$ cat src/bsl_consts.svh
// Constants for the boundary-scan line driver: widths, cell positions,
// instruction codes and capture patterns.
// Assumes inclusion by bare name from the design files.
`ifndef BSL_CONSTS_SVH
`define BSL_CONSTS_SVH

`define BSL_BYTE_W 9
`define BSL_IR_W 8
`define BSL_CHAIN_LEN 42

// Chain positions, counted from the serial-out end
`define BSL_POS_A_PIN1 41
`define BSL_POS_A_PIN2 40
`define BSL_POS_A_INT 39
`define BSL_POS_B_PIN1 38
`define BSL_POS_B_PIN2 37
`define BSL_POS_B_INT 36
`define BSL_POS_A_IN0 35
`define BSL_POS_B_IN0 26
`define BSL_POS_A_OUT0 17
`define BSL_POS_B_OUT0 8

// Instruction codes, lsb first
`define BSL_CODE_EXTEST 8'h00
`define BSL_CODE_CLAMP 8'h82
`define BSL_CODE_HIGHZ 8'h03
`define BSL_CODE_BYPASS 8'hff

// Fixed low bits of the instruction capture value
`define BSL_IR_CAP_LOW 2'h1

`endif

$ cat src/bsl_pkg.sv
// Types for the boundary-scan line driver.
// Assumes nothing beyond a SystemVerilog compiler.
`default_nettype none
package bsl_pkg;

  typedef enum logic [3:0] {
    TAP_RESET, TAP_IDLE, TAP_SEL_DR, TAP_CAP_DR, TAP_SH_DR, TAP_EX1_DR,
    TAP_PA_DR, TAP_EX2_DR, TAP_UPD_DR, TAP_SEL_IR, TAP_CAP_IR, TAP_SH_IR,
    TAP_EX1_IR, TAP_PA_IR, TAP_EX2_IR, TAP_UPD_IR
  } bsl_tap_type;

endpackage
`default_nettype wire

$ cat src/bsl_scan_cell.sv
// One boundary scan cell: a shift stage and, for controlling cells,
// an update stage.
// Assumes capture, shift and update arrive as one-cycle enables.
`timescale 1ns/1ps
`default_nettype none
module bsl_scan_cell #(
  parameter bit CONTROL = 1'b0
) (
  // Clock and reset
  input wire logic clk,
  input wire logic resetn,
  // Step enables
  input wire logic capture_en,
  input wire logic shift_en,
  input wire logic update_en,
  // Data
  input wire logic par_in,
  input wire logic ser_in,
  output logic ser_out,
  output logic upd_out
);

  logic shift_reg;

  always_ff @(posedge clk) begin
    if (!resetn) begin
      shift_reg <= 1'b0;
    end else if (capture_en) begin
      shift_reg <= par_in;
    end else if (shift_en) begin
      shift_reg <= ser_in;
    end
  end

  assign ser_out = shift_reg;

  generate
    if (CONTROL) begin : g_ctl
      logic upd_reg;
      always_ff @(posedge clk) begin
        if (!resetn) begin
          upd_reg <= 1'b0;
        end else if (update_en) begin
          upd_reg <= shift_reg;
        end
      end
      assign upd_out = upd_reg;
    end else begin : g_obs
      // Observe-only: no path back into the system data
      assign upd_out = 1'b0;
    end
  endgenerate

endmodule // bsl_scan_cell
`default_nettype wire

$ cat src/bsl_line_driver.sv
// Dual 9-bit tri-state line driver with boundary-scan test access.
// Assumes every pin input is asynchronous to clk; the test clock is
// sampled by clk, which must run well above twice its rate.
//
// What this block does
// - A outputs follow A inputs if both A enable pins are low, else float.
// - B outputs follow B inputs if both B enable pins are low, else float.
// - Each input pin has an observe-only cell that never affects data.
// - Each output and both internal enables have a controlling cell.
// - The internal A enable drives only A outputs, B only B, high active.
// - The bypass stage is one shift stage that captures zero.
// - The 8-bit instruction register captures a fixed value ending in 01.
// - There is no identification register; the captured value stands in.
// - Codes decode to EXTEST, SAMPLE, CLAMP, HIGH-Z, and all others BYPASS.
// - The chain is 42 cells with the enables at 41 down to 36.
// - Inputs sit at 35..18 and outputs at 17..0, each byte's bit 8 nearest serial out.
// - The four-wire test port follows the standard TAP behaviour.
// - Serial out and scan-driven outputs change on test clock falls.
`timescale 1ns/1ps
`default_nettype none
`include "bsl_consts.svh"
module bsl_line_driver #(
  // Arbitrary capture pattern; its low two bits are replaced by 01
  parameter logic [`BSL_IR_W-1:0] IR_CAPTURE = 8'h55,
  // Arbitrary sample/preload code
  parameter logic [`BSL_IR_W-1:0] CODE_SAMPLE = 8'h55
) (
  // Clock and reset
  input wire logic clk,
  input wire logic resetn,
  // System pins
  input wire logic [`BSL_BYTE_W-1:0] a_side_data_in,
  input wire logic [`BSL_BYTE_W-1:0] b_side_data_in,
  input wire logic a_enable_pin_first_n,
  input wire logic a_enable_pin_second_n,
  input wire logic b_enable_pin_first_n,
  input wire logic b_enable_pin_second_n,
  output logic [`BSL_BYTE_W-1:0] a_side_driven_out,
  output logic a_side_out_en,
  output logic [`BSL_BYTE_W-1:0] b_side_driven_out,
  output logic b_side_out_en,
  // Test access port
  input wire logic tck,
  input wire logic tms,
  input wire logic tdi,
  output logic tdo,
  output logic tdo_en
);

  localparam int NB = `BSL_BYTE_W;
  localparam int NS = 2 * NB + 7;
  localparam int NC = `BSL_CHAIN_LEN;

  //////////////////////////////////////////////////////////////////////////
  // Pin synchronisers
  logic [NS-1:0] pin_meta_reg;
  logic [NS-1:0] pin_sync_reg;
  logic tck_prev_reg;
  wire [NS-1:0] pin_raw = {tck, tms, tdi, a_enable_pin_first_n,
    a_enable_pin_second_n, b_enable_pin_first_n, b_enable_pin_second_n,
    a_side_data_in, b_side_data_in};

  always_ff @(posedge clk) begin
    if (!resetn) begin
      pin_meta_reg <= '0;
      pin_sync_reg <= '0;
      tck_prev_reg <= 1'b0;
    end else begin
      pin_meta_reg <= pin_raw;
      pin_sync_reg <= pin_meta_reg;
      tck_prev_reg <= pin_sync_reg[NS-1];
    end
  end

  wire tck_s = pin_sync_reg[NS-1];
  wire tms_s = pin_sync_reg[NS-2];
  wire tdi_s = pin_sync_reg[NS-3];
  wire a_pin1_s = pin_sync_reg[NS-4];
  wire a_pin2_s = pin_sync_reg[NS-5];
  wire b_pin1_s = pin_sync_reg[NS-6];
  wire b_pin2_s = pin_sync_reg[NS-7];
  wire [NB-1:0] a_in_s = pin_sync_reg[2*NB-1:NB];
  wire [NB-1:0] b_in_s = pin_sync_reg[NB-1:0];
  wire tck_rise = tck_s && !tck_prev_reg;  // Sampling edge
  wire tck_fall = !tck_s && tck_prev_reg;  // Driving edge

  //////////////////////////////////////////////////////////////////////////
  // TAP controller
  bsl_pkg::bsl_tap_type state_reg;
  bsl_pkg::bsl_tap_type state_next;

  always_comb begin
    case (state_reg)  // Standard sixteen-state walk
      bsl_pkg::TAP_RESET:
        state_next = tms_s ? bsl_pkg::TAP_RESET : bsl_pkg::TAP_IDLE;
      bsl_pkg::TAP_IDLE:
        state_next = tms_s ? bsl_pkg::TAP_SEL_DR : bsl_pkg::TAP_IDLE;
      bsl_pkg::TAP_SEL_DR:
        state_next = tms_s ? bsl_pkg::TAP_SEL_IR : bsl_pkg::TAP_CAP_DR;
      bsl_pkg::TAP_CAP_DR:
        state_next = tms_s ? bsl_pkg::TAP_EX1_DR : bsl_pkg::TAP_SH_DR;
      bsl_pkg::TAP_SH_DR:
        state_next = tms_s ? bsl_pkg::TAP_EX1_DR : bsl_pkg::TAP_SH_DR;
      bsl_pkg::TAP_EX1_DR:
        state_next = tms_s ? bsl_pkg::TAP_UPD_DR : bsl_pkg::TAP_PA_DR;
      bsl_pkg::TAP_PA_DR:
        state_next = tms_s ? bsl_pkg::TAP_EX2_DR : bsl_pkg::TAP_PA_DR;
      bsl_pkg::TAP_EX2_DR:
        state_next = tms_s ? bsl_pkg::TAP_UPD_DR : bsl_pkg::TAP_SH_DR;
      bsl_pkg::TAP_UPD_DR:
        state_next = tms_s ? bsl_pkg::TAP_SEL_DR : bsl_pkg::TAP_IDLE;
      bsl_pkg::TAP_SEL_IR:
        state_next = tms_s ? bsl_pkg::TAP_RESET : bsl_pkg::TAP_CAP_IR;
      bsl_pkg::TAP_CAP_IR:
        state_next = tms_s ? bsl_pkg::TAP_EX1_IR : bsl_pkg::TAP_SH_IR;
      bsl_pkg::TAP_SH_IR:
        state_next = tms_s ? bsl_pkg::TAP_EX1_IR : bsl_pkg::TAP_SH_IR;
      bsl_pkg::TAP_EX1_IR:
        state_next = tms_s ? bsl_pkg::TAP_UPD_IR : bsl_pkg::TAP_PA_IR;
      bsl_pkg::TAP_PA_IR:
        state_next = tms_s ? bsl_pkg::TAP_EX2_IR : bsl_pkg::TAP_PA_IR;
      bsl_pkg::TAP_EX2_IR:
        state_next = tms_s ? bsl_pkg::TAP_UPD_IR : bsl_pkg::TAP_SH_IR;
      bsl_pkg::TAP_UPD_IR:
        state_next = tms_s ? bsl_pkg::TAP_SEL_DR : bsl_pkg::TAP_IDLE;
      default:
        state_next = bsl_pkg::TAP_RESET;
    endcase
  end

  always_ff @(posedge clk) begin
    if (!resetn) begin
      state_reg <= bsl_pkg::TAP_RESET;
    end else if (tck_rise) begin
      state_reg <= state_next;
    end
  end

  //////////////////////////////////////////////////////////////////////////
  // Instruction register and decode
  logic [`BSL_IR_W-1:0] ir_shift_reg;
  logic [`BSL_IR_W-1:0] ir_reg;
  wire in_cap_ir = state_reg == bsl_pkg::TAP_CAP_IR;
  wire in_sh_ir = state_reg == bsl_pkg::TAP_SH_IR;
  wire in_cap_dr = state_reg == bsl_pkg::TAP_CAP_DR;
  wire in_sh_dr = state_reg == bsl_pkg::TAP_SH_DR;
  // Fixed capture doubles as the part's marker in the chain
  wire [`BSL_IR_W-1:0] ir_cap_val = {IR_CAPTURE[`BSL_IR_W-1:2],
    `BSL_IR_CAP_LOW};

  always_ff @(posedge clk) begin
    if (!resetn) begin
      ir_shift_reg <= '0;
    end else if (tck_rise && in_cap_ir) begin
      ir_shift_reg <= ir_cap_val;
    end else if (tck_rise && in_sh_ir) begin
      ir_shift_reg <= {tdi_s, ir_shift_reg[`BSL_IR_W-1:1]};
    end
  end

  // Reset of the test logic falls back to bypass, system path free
  always_ff @(posedge clk) begin
    if (!resetn) begin
      ir_reg <= `BSL_CODE_BYPASS;
    end else if (tck_fall && state_reg == bsl_pkg::TAP_RESET) begin
      ir_reg <= `BSL_CODE_BYPASS;
    end else if (tck_fall && state_reg == bsl_pkg::TAP_UPD_IR) begin
      ir_reg <= ir_shift_reg;
    end
  end

  wire is_extest = ir_reg == `BSL_CODE_EXTEST;
  wire is_sample = ir_reg == CODE_SAMPLE;
  wire is_clamp = ir_reg == `BSL_CODE_CLAMP;
  wire is_highz = ir_reg == `BSL_CODE_HIGHZ;
  // Everything else routes the bypass stage
  wire sel_chain = is_extest || is_sample;
  wire test_drive = is_extest || is_clamp;

  //////////////////////////////////////////////////////////////////////////
  // Bypass stage and boundary chain
  logic bypass_reg;

  always_ff @(posedge clk) begin
    if (!resetn) begin
      bypass_reg <= 1'b0;
    end else if (tck_rise && in_cap_dr && !sel_chain) begin
      bypass_reg <= 1'b0;
    end else if (tck_rise && in_sh_dr && !sel_chain) begin
      bypass_reg <= tdi_s;
    end
  end

  logic [NC-1:0] cell_par;
  logic [NC-1:0] cell_so;
  logic [NC-1:0] cell_upd;
  wire a_en_sys = !a_pin1_s && !a_pin2_s;
  wire b_en_sys = !b_pin1_s && !b_pin2_s;
  wire cap_chain = tck_rise && in_cap_dr && sel_chain;
  wire sh_chain = tck_rise && in_sh_dr && sel_chain;
  // Update on the fall only under an instruction that owns the chain
  wire upd_chain = tck_fall && state_reg == bsl_pkg::TAP_UPD_DR
    && sel_chain;

  always_comb begin
    cell_par = '0;
    cell_par[`BSL_POS_A_PIN1] = a_pin1_s;
    cell_par[`BSL_POS_A_PIN2] = a_pin2_s;
    cell_par[`BSL_POS_A_INT] = a_en_sys;
    cell_par[`BSL_POS_B_PIN1] = b_pin1_s;
    cell_par[`BSL_POS_B_PIN2] = b_pin2_s;
    cell_par[`BSL_POS_B_INT] = b_en_sys;
    for (int i = 0; i < NB; i++) begin
      cell_par[`BSL_POS_A_IN0 - i] = a_in_s[i];
      cell_par[`BSL_POS_B_IN0 - i] = b_in_s[i];
      cell_par[`BSL_POS_A_OUT0 - i] = a_in_s[i];
      cell_par[`BSL_POS_B_OUT0 - i] = b_in_s[i];
    end
  end

  genvar k;
  generate
    for (k = 0; k < NC; k++) begin : g_cell
      // Controlling cells on outputs and internal enables
      localparam bit CTL = (k <= `BSL_POS_A_OUT0)
        || (k == `BSL_POS_A_INT) || (k == `BSL_POS_B_INT);
      bsl_scan_cell #(.CONTROL(CTL)) u_cell (
        .clk(clk),
        .resetn(resetn),
        .capture_en(cap_chain),
        .shift_en(sh_chain),
        .update_en(upd_chain),
        .par_in(cell_par[k]),
        .ser_in((k == NC - 1) ? tdi_s : cell_so[(k + 1) % NC]),
        .ser_out(cell_so[k]),
        .upd_out(cell_upd[k])
      );
    end
  endgenerate

  //////////////////////////////////////////////////////////////////////////
  // Serial out and system outputs
  logic [NB-1:0] a_upd;
  logic [NB-1:0] b_upd;

  always_comb begin
    for (int i = 0; i < NB; i++) begin
      a_upd[i] = cell_upd[`BSL_POS_A_OUT0 - i];
      b_upd[i] = cell_upd[`BSL_POS_B_OUT0 - i];
    end
  end

  wire tdo_next = in_sh_ir ? ir_shift_reg[0] :
    (sel_chain ? cell_so[0] : bypass_reg);
  // Internal enables gate only their own byte
  wire a_oe_next = !is_highz && (test_drive ? cell_upd[`BSL_POS_A_INT]
    : a_en_sys);
  wire b_oe_next = !is_highz && (test_drive ? cell_upd[`BSL_POS_B_INT]
    : b_en_sys);
  wire [NB-1:0] a_d_next = test_drive ? a_upd : a_in_s;
  wire [NB-1:0] b_d_next = test_drive ? b_upd : b_in_s;

  always_ff @(posedge clk) begin
    if (!resetn) begin
      tdo <= 1'b0;
      tdo_en <= 1'b0;
    end else if (tck_fall) begin
      tdo <= tdo_next;
      tdo_en <= in_sh_ir || in_sh_dr;
    end
  end

  always_ff @(posedge clk) begin
    if (!resetn) begin
      a_side_driven_out <= '0;
      b_side_driven_out <= '0;
      a_side_out_en <= 1'b0;
      b_side_out_en <= 1'b0;
    end else begin
      a_side_driven_out <= a_d_next;
      b_side_driven_out <= b_d_next;
      a_side_out_en <= a_oe_next;
      b_side_out_en <= b_oe_next;
    end
  end
endmodule // bsl_line_driver
`default_nettype wire

$ cat config.mk
export PLATFORM = sky130hd
export DESIGN_NAME = bsl_line_driver
export DESIGN_NICKNAME = d
export VERILOG_FILES = /design/src/bsl_pkg.sv /design/src/bsl_scan_cell.sv /design/src/bsl_line_driver.sv
export VERILOG_INCLUDE_DIRS = /design/src
export SDC_FILE = /design/constraint.sdc
export NUM_CORES = 1
export LEC_CHECK = 0
export ABC_AREA = 1
export BUFFER_PORTS_ARGS = -buffer_cell sky130_fd_sc_hd__buf_2
export CAP_MARGIN = 5
export CELL_PAD_IN_SITES_DETAIL_PLACEMENT = 0
export CELL_PAD_IN_SITES_GLOBAL_PLACEMENT = 1
export CORE_UTILIZATION = 39
export CTS_CLUSTER_SIZE = 25
export DETAILED_ROUTE_END_ITERATION = 7
export GPL_TIMING_DRIVEN = 0
export PLACE_DENSITY = 0.72
export SETUP_SLACK_MARGIN = 0.2
export SKIP_CTS_REPAIR_TIMING = 1
export SLEW_MARGIN = 10
export SYNTH_ARGS = -nofsm -noshare
export SYNTH_HDL_FRONTEND = slang
export SYNTH_SLANG_ARGS = --single-unit
$ cat constraint.sdc
create_clock -name clk -period 1.35 [get_ports clk]
set_input_delay 0.135 -clock clk [delete_from_list [all_inputs] [get_ports clk]]
set_output_delay 0.135 -clock clk [all_outputs]
set_load 0.005 [all_outputs]
After elaboration in Yosys (flattened, before gate mapping)
Cells that the tools add are included.
Word-level totals
  register bits after elaboration: 156
  latch bits: 0
  bits in writable memories: 0
  memory bits (read-only): 0
  input bits: 27
  logic and storage cells: 239
  memories kept: 0
Operators by class
  add/subtract/negate cells: 0
  multiply operators: 0
  divide/modulo/power cells: 0
  order comparisons: 0
  equal/unequal tests: 18
  shift operators: 0
  mux-type cells: 105
  bitwise logic cells: 1
  reductions and logical operators: 39
Operators by type and width (count)
  two-way mux 1 bit: 91
  one-hot mux 4 bit (12 select lines): 1
  == test 4 bit (second input constant): 8
  logical AND 1 bit: 18
  two-way mux 9 bit: 2
  == test 4 x 3 -> 1 bit (second input constant): 4
  two-way mux 4 bit: 4
  two-way mux 7 bit: 2
  OR reduction 2 bit: 5
  == test 4 x 2 -> 1 bit (second input constant): 2
  == test 8 x 2 -> 1 bit (second input constant): 1
  == test 8 x 7 -> 1 bit (second input constant): 1
  == test 8 bit (second input constant): 1
  zero test 1 bit: 8
  zero test 8 bit: 1
  two-way mux 2 bit: 3
  two-way mux 3 bit: 2
  == test 4 x 1 -> 1 bit (second input constant): 1
  zero test 4 bit: 1
  nonzero test 2 bit: 2
  logical OR 1 bit: 3
  OR reduction 3 bit: 1
  NOT 1 bit: 1

Depth between registers and ports, before layout
Gate-level depths: netlist of the first run.
  word-level depth: 6
  gate-level depth with buffers: 11
  mapped depth without buffers: 10

Hierarchy
A second synthesis of the first run with hierarchy kept.
Second synthesis, totals
  cells, all modules: 962
  area, all modules: 6641.4 um^2
By module, submodules not included
  bsl_line_driver: instances 1, cells an instance 440, area an instance 3463.3 um^2, sequential area each 1881.8 um^2
  bsl_scan_cell at g_cell[0].u_cell ...: instances 20, cells an instance 14, area an instance 90.1 um^2, sequential area each 40.0 um^2
  bsl_scan_cell at g_cell[18].u_cell ...: instances 22, cells an instance 11, area an instance 62.6 um^2, sequential area each 20.0 um^2

Least setup slack after synthesis of the first run
OpenSTA, ideal clock, no wires.
  path type: reg2reg
  start point: register state_reg[1]
  end point: register g_cell[10].u_cell.shift_reg
  data arrival time: 1.321 ns
  path slack: -0.080 ns
  stages on the path, launching flop included: 12
  clock period less this slack: 1.430 ns
  cells stage by stage: dfxtp_1 -> buf_4 -> nand2_1 -> inv_1 -> nand2_2 -> nor2_4 -> o21a_1 -> buf_6 -> buf_6 -> nand3_1 -> nand2_1 -> inv_1
On the way
  cells in the longest elaborated chain, start to end: 4
Ends and longest elaborated chain
  start: declaration: RTL line bsl_line_driver.sv:89  | bsl_pkg::bsl_tap_type state_reg;
  start signal: assignment: RTL line bsl_line_driver.sv:133  | state_reg <= bsl_pkg::TAP_RESET;
  start signal: assignment: RTL line bsl_line_driver.sv:135  | state_reg <= state_next;
  == test 4 x 2 -> 1 bit or == test 4 x 3 -> 1 bit (tied branches): RTL line bsl_line_driver.sv:145, bsl_line_driver.sv:146
  logical AND 1 bit, on equally long branches (2 in a row): RTL line bsl_line_driver.sv:199, bsl_line_driver.sv:200
  two-way mux 1 bit or nonzero test 2 bit (tied branches)
  end signal: assignment: RTL line bsl_scan_cell.sv:29  | shift_reg <= par_in;
  end signal: assignment: RTL line bsl_scan_cell.sv:31  | shift_reg <= ser_in;
  end: declaration: RTL line bsl_scan_cell.sv:23  | logic shift_reg;
Several ways; a longest one is shown, not always the timed one.
A chain may end at the register's enable or synchronous reset.

Final worst setup path of the first run
  start point: register state_reg[1]
  end point: register g_cell[1].u_cell.shift_reg
On the way
  cells in the longest elaborated chain, start to end: 4
Ends and longest elaborated chain (RTL line)
  == test 4 x 2 -> 1 bit or == test 4 x 3 -> 1 bit (tied branches): bsl_line_driver.sv:145, bsl_line_driver.sv:146
  logical AND 1 bit, on equally long branches (2 in a row): bsl_line_driver.sv:199, bsl_line_driver.sv:200
  two-way mux 1 bit or nonzero test 2 bit (tied branches)
  end signal: assignment: bsl_scan_cell.sv:29
  end signal: assignment: bsl_scan_cell.sv:31
  end: declaration: bsl_scan_cell.sv:23
Several ways; a longest one is shown, not always the timed one.

==> results.rst, run 1 <==
.. list-table::
   :header-rows: 1

   * - Metric
     - Value
   * - Failing checks
     - negative setup slack
   * - Slew @ Worst Pin
     - 768 ps
   * - Total of buffers placed on input and output ports
     - 47
   * - Flop pwr share
     - 48.0%
   * - Most frequent cells in the layout
     - sky130_fd_sc_hd__nand2_1 (213), sky130_fd_sc_hd__inv_1 (157), sky130_fd_sc_hd__dfxtp_1 (147)
   * - Final setup skew
     - 6.91 ps
   * - Antenna diodes
     - 0
   * - Clock network fraction of total power
     - 48.3%
   * - H-Tree Depth
     - 4
   * - Top achievable clock speed
     - 621 MHz
   * - Worst-Skew Late Latency
     - 430 ps
   * - Final cell utilization of the core
     - 55.3%
   * - Highest fanout seen on the critical path
     - 8
   * - Capturing point of the worst reg2reg path
     - g_cell[1].u_cell.ser_out
   * - Number of flip-flops under the largest register name
     - 42
   * - All-Layer GR Usage
     - 20.2%
   * - Remaining routing DRC violations
     - 0
   * - Cell area after synthesis
     - 0.00627 sq mm
   * - Number of cells on the worst reg-to-reg path
     - 12
   * - DRT antenna net count
     - 0
   * - Fin crit period
     - 1610 ps
   * - Switching share of total power
     - 24.1%
   * - Uppermost layer routed
     - met4
   * - Wire length of the first global-routing pass
     - 25100 microns
   * - Sum of met3 wire segment lengths after detailed routing
     - 837 microns
   * - Nature of the critical path startpoint
     - flop
   * - Sum of net half-perimeters after detailed placement
     - 11000 microns
   * - Longest individual stage delay on the worst path
     - 320 ps
   * - Cell types with the largest area share after synthesis
     - sky130_fd_sc_hd__dfxtp_1 (50%), sky130_fd_sc_hd__nand2_1 (14%), sky130_fd_sc_hd__inv_1 (9.6%), sky130_fd_sc_hd__a21oi_1 (6.1%), sky130_fd_sc_hd__nand3_1 (5.8%)
   * - Area share of the largest cell type after synthesis
     - 49.8%
   * - Power density over cell area
     - 1150 mW/mm^2
   * - Wire length on met1
     - 8310 microns
   * - Mean number of vias per cell
     - 4.64
   * - Class of the tightest hold or removal check
     - in -> reg
   * - Mean area per synthesized cell
     - 7.13 sq um
   * - Top Family by Delay on Critical Path
     - buffers and inverters
   * - I/O Pins
     - 49
   * - Peak ir drop on the vdd network
     - 0.886 mV
   * - Post-synth top flop
     - sky130_fd_sc_hd__dfxtp_1
   * - Fraction of final layout cells sized beyond drive strength 1
     - 23.1%
   * - Met2 WL post-DR
     - 7610 microns
   * - R2R Path Start
     - state_reg[1]
   * - Clk slew on worst S/H paths
     - 70 ps
   * - DP Area
     - 0.00688 sq mm
   * - Cells traversed along the worst timing path
     - buf_6 > nand2_4 > inv_4 > nand2_4 > nor2_4 > buf_12 > o21ai_4 > buf_12 > clkbuf_16 > a21oi_1 > nand2_1 > inv_1
   * - TritonCTS sink count
     - 156
   * - Number of nets produced by synthesis
     - 907
   * - Max-capacitance violation count
     - 0
   * - Stages on worst setup path
     - 12
   * - Headroom to the max-slew limit
     - 48.8%
   * - Portion of total power attributed to combinational logic
     - 3.7%
   * - Number of standard-cell rows in the floorplan
     - 45
   * - Synthesis warning total
     - 0
   * - Internal Pwr Total
     - 0.00748 W
   * - Slew Limit Fails
     - 0
   * - Pre-CTS worst setup slack
     - -543 ps
   * - Unrepaired setup endpoints after global routing
     - true
   * - Status
     - complete, but fails checks
   * - Post-synth top area cell
     - sky130_fd_sc_hd__dfxtp_1
   * - Antenna violations before repair
     - 1
   * - Netlist cell types
     - 30
   * - Area of all placed cells without fillers
     - 0.00854 sq mm
   * - Proportion of synthesized flip-flops having asynchronous set or reset
     - 0%
   * - Count of flip-flops with a built-in enable after synthesis
     - 0
   * - Final nets
     - 1034
   * - Die footprint
     - 0.0166 sq mm
   * - Clk Tree Root Cell
     - sky130_fd_sc_hd__clkbuf_16
   * - Via count
     - 5712
   * - Cells after synthesis
     - 880
   * - Placer's final routability congestion estimate
     - 0.954
   * - Die width
     - 129 microns
   * - Slowest cell on the critical path
     - sky130_fd_sc_hd__dfxtp_2
   * - Most common cell after layout, fill and taps aside
     - sky130_fd_sc_hd__nand2_1
   * - Vertical extent of the die
     - 129 microns
   * - Worst Setup End Kind
     - flop
   * - Clock tree from TritonCTS
     - yes
   * - Initial DRC Count
     - 443
   * - Leakage Power
     - 4.09 nW
   * - Overall overflow remaining after global route
     - 0
   * - CTS Buf Count
     - 17
   * - Launch point of the worst path
     - state_reg[1]
   * - Worst-case setup margin in the final layout
     - -260 ps
   * - Ratio of final minimum period to clock period
     - 119%
   * - Avg WL per Cell
     - 13.8 microns
   * - Crit path kind
     - reg -> reg
   * - Core Box Area
     - 0.0154 sq mm
   * - Setup slack of the most critical reg-to-reg path
     - -260 ps
   * - Pin count of the biggest net entering global routing
     - 18
   * - Fraction of the yosys area taken by sequential cells
     - 49.8%
   * - Switching power
     - 0.00237 W
   * - WP data required
     - 1680 ps
   * - Arrival time at the worst endpoint
     - 1940 ps
   * - Total wirelength of the detailed-routed design
     - 17000 microns
   * - Vias in the first global route
     - 4894
   * - Final hold violation count
     - 0
   * - Register bit count reported by yosys
     - 156
   * - Critical path capture point
     - g_cell[1].u_cell.ser_out
   * - First-pass iteration count of the detailed router
     - 5
   * - Initial Utilization
     - 40.7%
   * - Final setup violation count
     - 85
   * - Post-synthesis to final-layout area growth
     - 36.1%
   * - Critical path buffer and inverter count
     - 6
   * - CTS Buffer Depth
     - 2
==> cell type report <==
class | count | area (sq um)
multi-input combinational | 511 | 2630
buffer | 42 | 390
clock inverter | 15 | 163
timing repair buffer | 107 | 882
inverter | 172 | 648
sequential | 156 | 3140
fill | 1479 | 6890
clock buffer | 17 | 425
tap | 211 | 264
==> power groups by stage <==
stage          Combinational (W)  Clock (W)  Sequential (W)
3_5_place_dp            0.000289          0         0.00484
3_3_place_gp            0.000286          0         0.00484
4_1_cts                 0.000290    0.00487         0.00473
2_1_floorplan           0.000160          0         0.00483
5_1_grt                 0.000405    0.00509         0.00474
6_report                0.000363    0.00476         0.00473
==> metrics by stage <==
step | instances | hold slack (ps) | power, W | setup TNS (ps)
6_report | 1231 | 314 | 0.00985 | -13480
3_5_place_dp | 1138 | 321 | 0.00513 | -28130
3_3_place_gp | 1138 | 316 | 0.00512 | -24840
2_1_floorplan | 880 | 233 | 0.00499 | -1630
4_1_cts | 1170 | -127 | 0.00990 | -25220
5_1_grt | 1231 | 344 | 0.0102 | -20310
==> worst min-delay path by stage <==
stage                                 start               to  slack, ps  depth (start not counted)
after floorplan           b_side_data_in[0]  pin_meta_reg[0]        230                          2
after global placement    a_side_data_in[0]  pin_meta_reg[9]        320                          3
after detailed placement  b_side_data_in[6]  pin_meta_reg[6]        320                          3
after CTS                 b_side_data_in[3]  pin_meta_reg[3]       -130                          3
after global routing                 resetn  ir_shift_reg[7]        340                          3
final                                resetn  ir_shift_reg[3]        310                          3
==> synthesized netlist by cell type, types with 5 or more instances <==
library cell,number
sky130_fd_sc_hd__inv_2,9
sky130_fd_sc_hd__a21oi_1,77
sky130_fd_sc_hd__nand2_1,228
sky130_fd_sc_hd__nor2_2,5
sky130_fd_sc_hd__o21ai_0,32
sky130_fd_sc_hd__nand3_1,73
sky130_fd_sc_hd__o211ai_1,7
sky130_fd_sc_hd__clkbuf_1,14
sky130_fd_sc_hd__buf_2,18
sky130_fd_sc_hd__inv_1,161
sky130_fd_sc_hd__dfxtp_1,156
sky130_fd_sc_hd__nor2_1,59
==> layer usage <==
metal	up-vias	track usage (%)
li1	2949	-
met1	2578	28.3
met2	164	30.4
met3	21	5.03
met4	0	6.37
met5	-	0
==> worst reg2reg max path, stage by stage, from the launching register on <==
cell and delay, ps:
sky130_fd_sc_hd__dfxtp_2 320, sky130_fd_sc_hd__buf_6 130, sky130_fd_sc_hd__nand2_4 90, sky130_fd_sc_hd__inv_4 40, sky130_fd_sc_hd__nand2_4 60, sky130_fd_sc_hd__nor2_4 50, sky130_fd_sc_hd__buf_12 130, sky130_fd_sc_hd__o21ai_4 170
sky130_fd_sc_hd__buf_12 180, sky130_fd_sc_hd__clkbuf_16 160, sky130_fd_sc_hd__a21oi_1 60, sky130_fd_sc_hd__nand2_1 90, sky130_fd_sc_hd__inv_1 40
==> logic make-up after synthesis <==
logic type / after synthesis / synth area share [%]
compound gates: 127 / 10.9
simple gates: 383 / 25.6
flops: 156 / 49.8
buf+inv: 214 / 13.8
No activity file was read; power rests on OpenSTA's default activity.
==> run 2, diff against run 1 <==
- CTS_CLUSTER_DIAMETER: unset -> 120
- RECOVER_POWER: unset -> 50
==> run 2 against run 1 <==
Compared with the run above: the flow still finishes with violations (negative setup slack); clock-buffer cell count unchanged; clock power barely moved; die area stayed put; power barely moved; non-clock buffer count is the same; sequential power barely moved; cell count unchanged; combinational power hardly changed; sequential cell count is the same; register-to-register slack hardly changed; critical path type unchanged; utilization stayed put; sequential share of layout area stayed put.
==> results.rst, run 2 (same netlist as run 1, synthesis figures left out) <==
.. list-table::
   :header-rows: 1

   * - Metric
     - Value
   * - Power density over cell area
     - 1150 mW/mm^2
   * - Worst-case setup margin in the final layout
     - -260 ps
   * - Total wirelength of the detailed-routed design
     - 17000 microns
   * - Initial DRC Count
     - 457
   * - Remaining routing DRC violations
     - 0
   * - Start point of the worst hold path
     - resetn
   * - Switching power
     - 0.00237 W
   * - Clk Tree Root Cell
     - sky130_fd_sc_hd__clkbuf_16
   * - Highest fanout seen on the critical path
     - 8
   * - Avg WL per Cell
     - 13.8 microns
   * - I/O Pins
     - 49
   * - Final setup skew
     - 6.13 ps
   * - Clk slew on worst S/H paths
     - 70 ps
   * - Pin count of the biggest net entering global routing
     - 18
   * - Ratio of final minimum period to clock period
     - 119%
   * - Setup slack of the most critical reg-to-reg path
     - -260 ps
   * - Failing checks
     - negative setup slack
   * - Unrepaired setup endpoints after global routing
     - true
   * - Vertical extent of the die
     - 129 microns
   * - Worst Setup End Kind
     - flop
   * - Capturing point of the worst reg2reg path
     - g_cell[1].u_cell.ser_out
   * - Final hold violation count
     - 0
   * - Top achievable clock speed
     - 621 MHz
   * - Most common cell after layout, fill and taps aside
     - sky130_fd_sc_hd__nand2_1
   * - Internal Pwr Total
     - 0.00748 W
   * - Wire length of the first global-routing pass
     - 25100 microns
   * - Area used by multi-input combinational logic
     - 0.00263 sq mm
   * - Status
     - complete, but fails checks
   * - All-Layer GR Usage
     - 20.2%
   * - FF/Latch Area
     - 0.00314 sq mm
   * - Number of flip-flops under the largest register name
     - 42
   * - Portion of total power attributed to combinational logic
     - 3.7%
   * - H-Tree Depth
     - 4
   * - Headroom to the max-slew limit
     - 50.6%
   * - Cells after DPL
     - 1138
   * - Sum of net half-perimeters after detailed placement
     - 11000 microns
   * - Nature of the critical path startpoint
     - flop
   * - Final setup violation count
     - 83
   * - Post-synthesis to final-layout area growth
     - 36.1%
   * - Overall power
     - 0.00985 W
   * - Clock network fraction of total power
     - 48.3%
   * - Fin crit period
     - 1610 ps
   * - Peak ir drop on the vdd network
     - 0.882 mV
   * - Fraction of final layout cells sized beyond drive strength 1
     - 23.1%
   * - CTS Buffer Depth
     - 2
   * - TritonCTS sink count
     - 156
   * - Slew Limit Fails
     - 0
   * - Die width
     - 129 microns
   * - Number of standard-cell rows in the floorplan
     - 45
   * - WP data required
     - 1680 ps
   * - Pre-CTS worst setup slack
     - -543 ps
   * - Core Box Area
     - 0.0154 sq mm
   * - Arrival time at the worst endpoint
     - 1940 ps
   * - Mean number of vias per cell
     - 4.63
   * - Layout fillers
     - 1479
   * - Class of the tightest hold or removal check
     - in -> reg
   * - Initial Utilization
     - 40.7%
   * - Most frequent cells in the layout
     - sky130_fd_sc_hd__nand2_1 (213), sky130_fd_sc_hd__inv_1 (157), sky130_fd_sc_hd__dfxtp_1 (147)
   * - Final nets
     - 1034
   * - DRT antenna net count
     - 0
   * - Flop pwr share
     - 48.0%
   * - Die footprint
     - 0.0166 sq mm
   * - Count of placed standard cells in the final layout, fillers left out
     - 1231
   * - Slew @ Worst Pin
     - 742 ps
   * - Overall overflow remaining after global route
     - 0
   * - Number of cells on the worst hold path
     - 3
   * - Antenna diodes
     - 0
   * - CTS Buf Count
     - 17
   * - Via count
     - 5702
   * - First-pass iteration count of the detailed router
     - 5
   * - Worst Hold Slack
     - 310 ps
   * - Total of buffers placed on input and output ports
     - 47
   * - Clock tree from TritonCTS
     - yes
   * - Placer's final routability congestion estimate
     - 0.954
   * - R2R Path Start
     - state_reg[1]
   * - Antenna violations before repair
     - 1
   * - Switching share of total power
     - 24.0%
   * - Endpoint with the worst hold slack
     - ir_shift_reg[3]
   * - Number of cells on the worst reg-to-reg path
     - 12
   * - Worst-Skew Late Latency
     - 420 ps
   * - Crit path kind
     - reg -> reg
   * - Max-capacitance violation count
     - 0
   * - Vias in the first global route
     - 4894
   * - Leakage Power
     - 4.09 nW
run 2: changes by cell type in the layout (fill, tap and decap cells not counted):
cell | previous run | this run
sky130_fd_sc_hd__clkbuf_1 | 11 | 14
sky130_fd_sc_hd__buf_1 | 4 | 1
run 2: layer usage:
metal / up-vias / share of wire [%] / GRT usage (%)
met4: 0 / 1.5 / 6.37
met1: 2564 / 49 / 28.3
li1: 2950 / - / -
met2: 165 / 45 / 30.4
met5: - / 0 / 0
met3: 23 / 4.6 / 5.03
run 2: layout make-up:
type | count | area share, %
buffer | 42 | 4.57
clock buffer | 17 | 4.98
clock inverter | 15 | 1.91
inverter | 172 | 7.59
multi-input combinational | 511 | 30.7
sequential | 156 | 36.8
tap | 211 | 3.09
timing repair buffer | 107 | 10.3
run 2: critical path, stage by stage, from the launching register on:
cell                        delay [ps]
sky130_fd_sc_hd__dfxtp_2           320
sky130_fd_sc_hd__buf_6             130
sky130_fd_sc_hd__nand2_4            80
sky130_fd_sc_hd__inv_4              40
sky130_fd_sc_hd__nand2_4            60
sky130_fd_sc_hd__nor2_4             50
sky130_fd_sc_hd__buf_12            130
sky130_fd_sc_hd__o21ai_4           170
sky130_fd_sc_hd__buf_12            180
sky130_fd_sc_hd__clkbuf_16         160
sky130_fd_sc_hd__a21oi_1            60
sky130_fd_sc_hd__nand2_1            90
sky130_fd_sc_hd__inv_1              40
run 2: worst max-delay path by stage:
stage / end / start / slack [ps]
2_1_floorplan: g_cell[23].u_cell.ser_out / state_reg[1] / -40
3_3_place_gp: ir_reg[0] / resetn / -470
3_5_place_dp: ir_reg[3] / resetn / -540
4_1_cts: g_cell[36].u_cell.ser_out / ir_reg[4] / -410
5_1_grt: g_cell[34].u_cell.ser_out / state_reg[0] / -300
6_report: g_cell[1].u_cell.ser_out / state_reg[1] / -260
run 2: through the flow:
| stage | instance area, sq um | util (%) | setup TNS [ps] |
|---|---|---|---|
| after floorplan | 6380 | - | -1630 |
| after global placement | 6880 | 44.6 | -24840 |
| after detailed placement | 6880 | 44.6 | -28130 |
| after CTS | 7460 | 48.4 | -25220 |
| after global routing | 8540 | 55.3 | -20310 |
| final | 8540 | 55.3 | -12890 |
run 2: power by group through the flow:
stage	Sequential [W]	Clock, W	Combinational (W)
after floorplan	0.00483	0	0.000160
after global placement	0.00484	0	0.000286
after CTS	0.00473	0.00487	0.000290
after global routing	0.00474	0.00509	0.000405
final	0.00473	0.00475	0.000364
after detailed placement	0.00484	0	0.000289
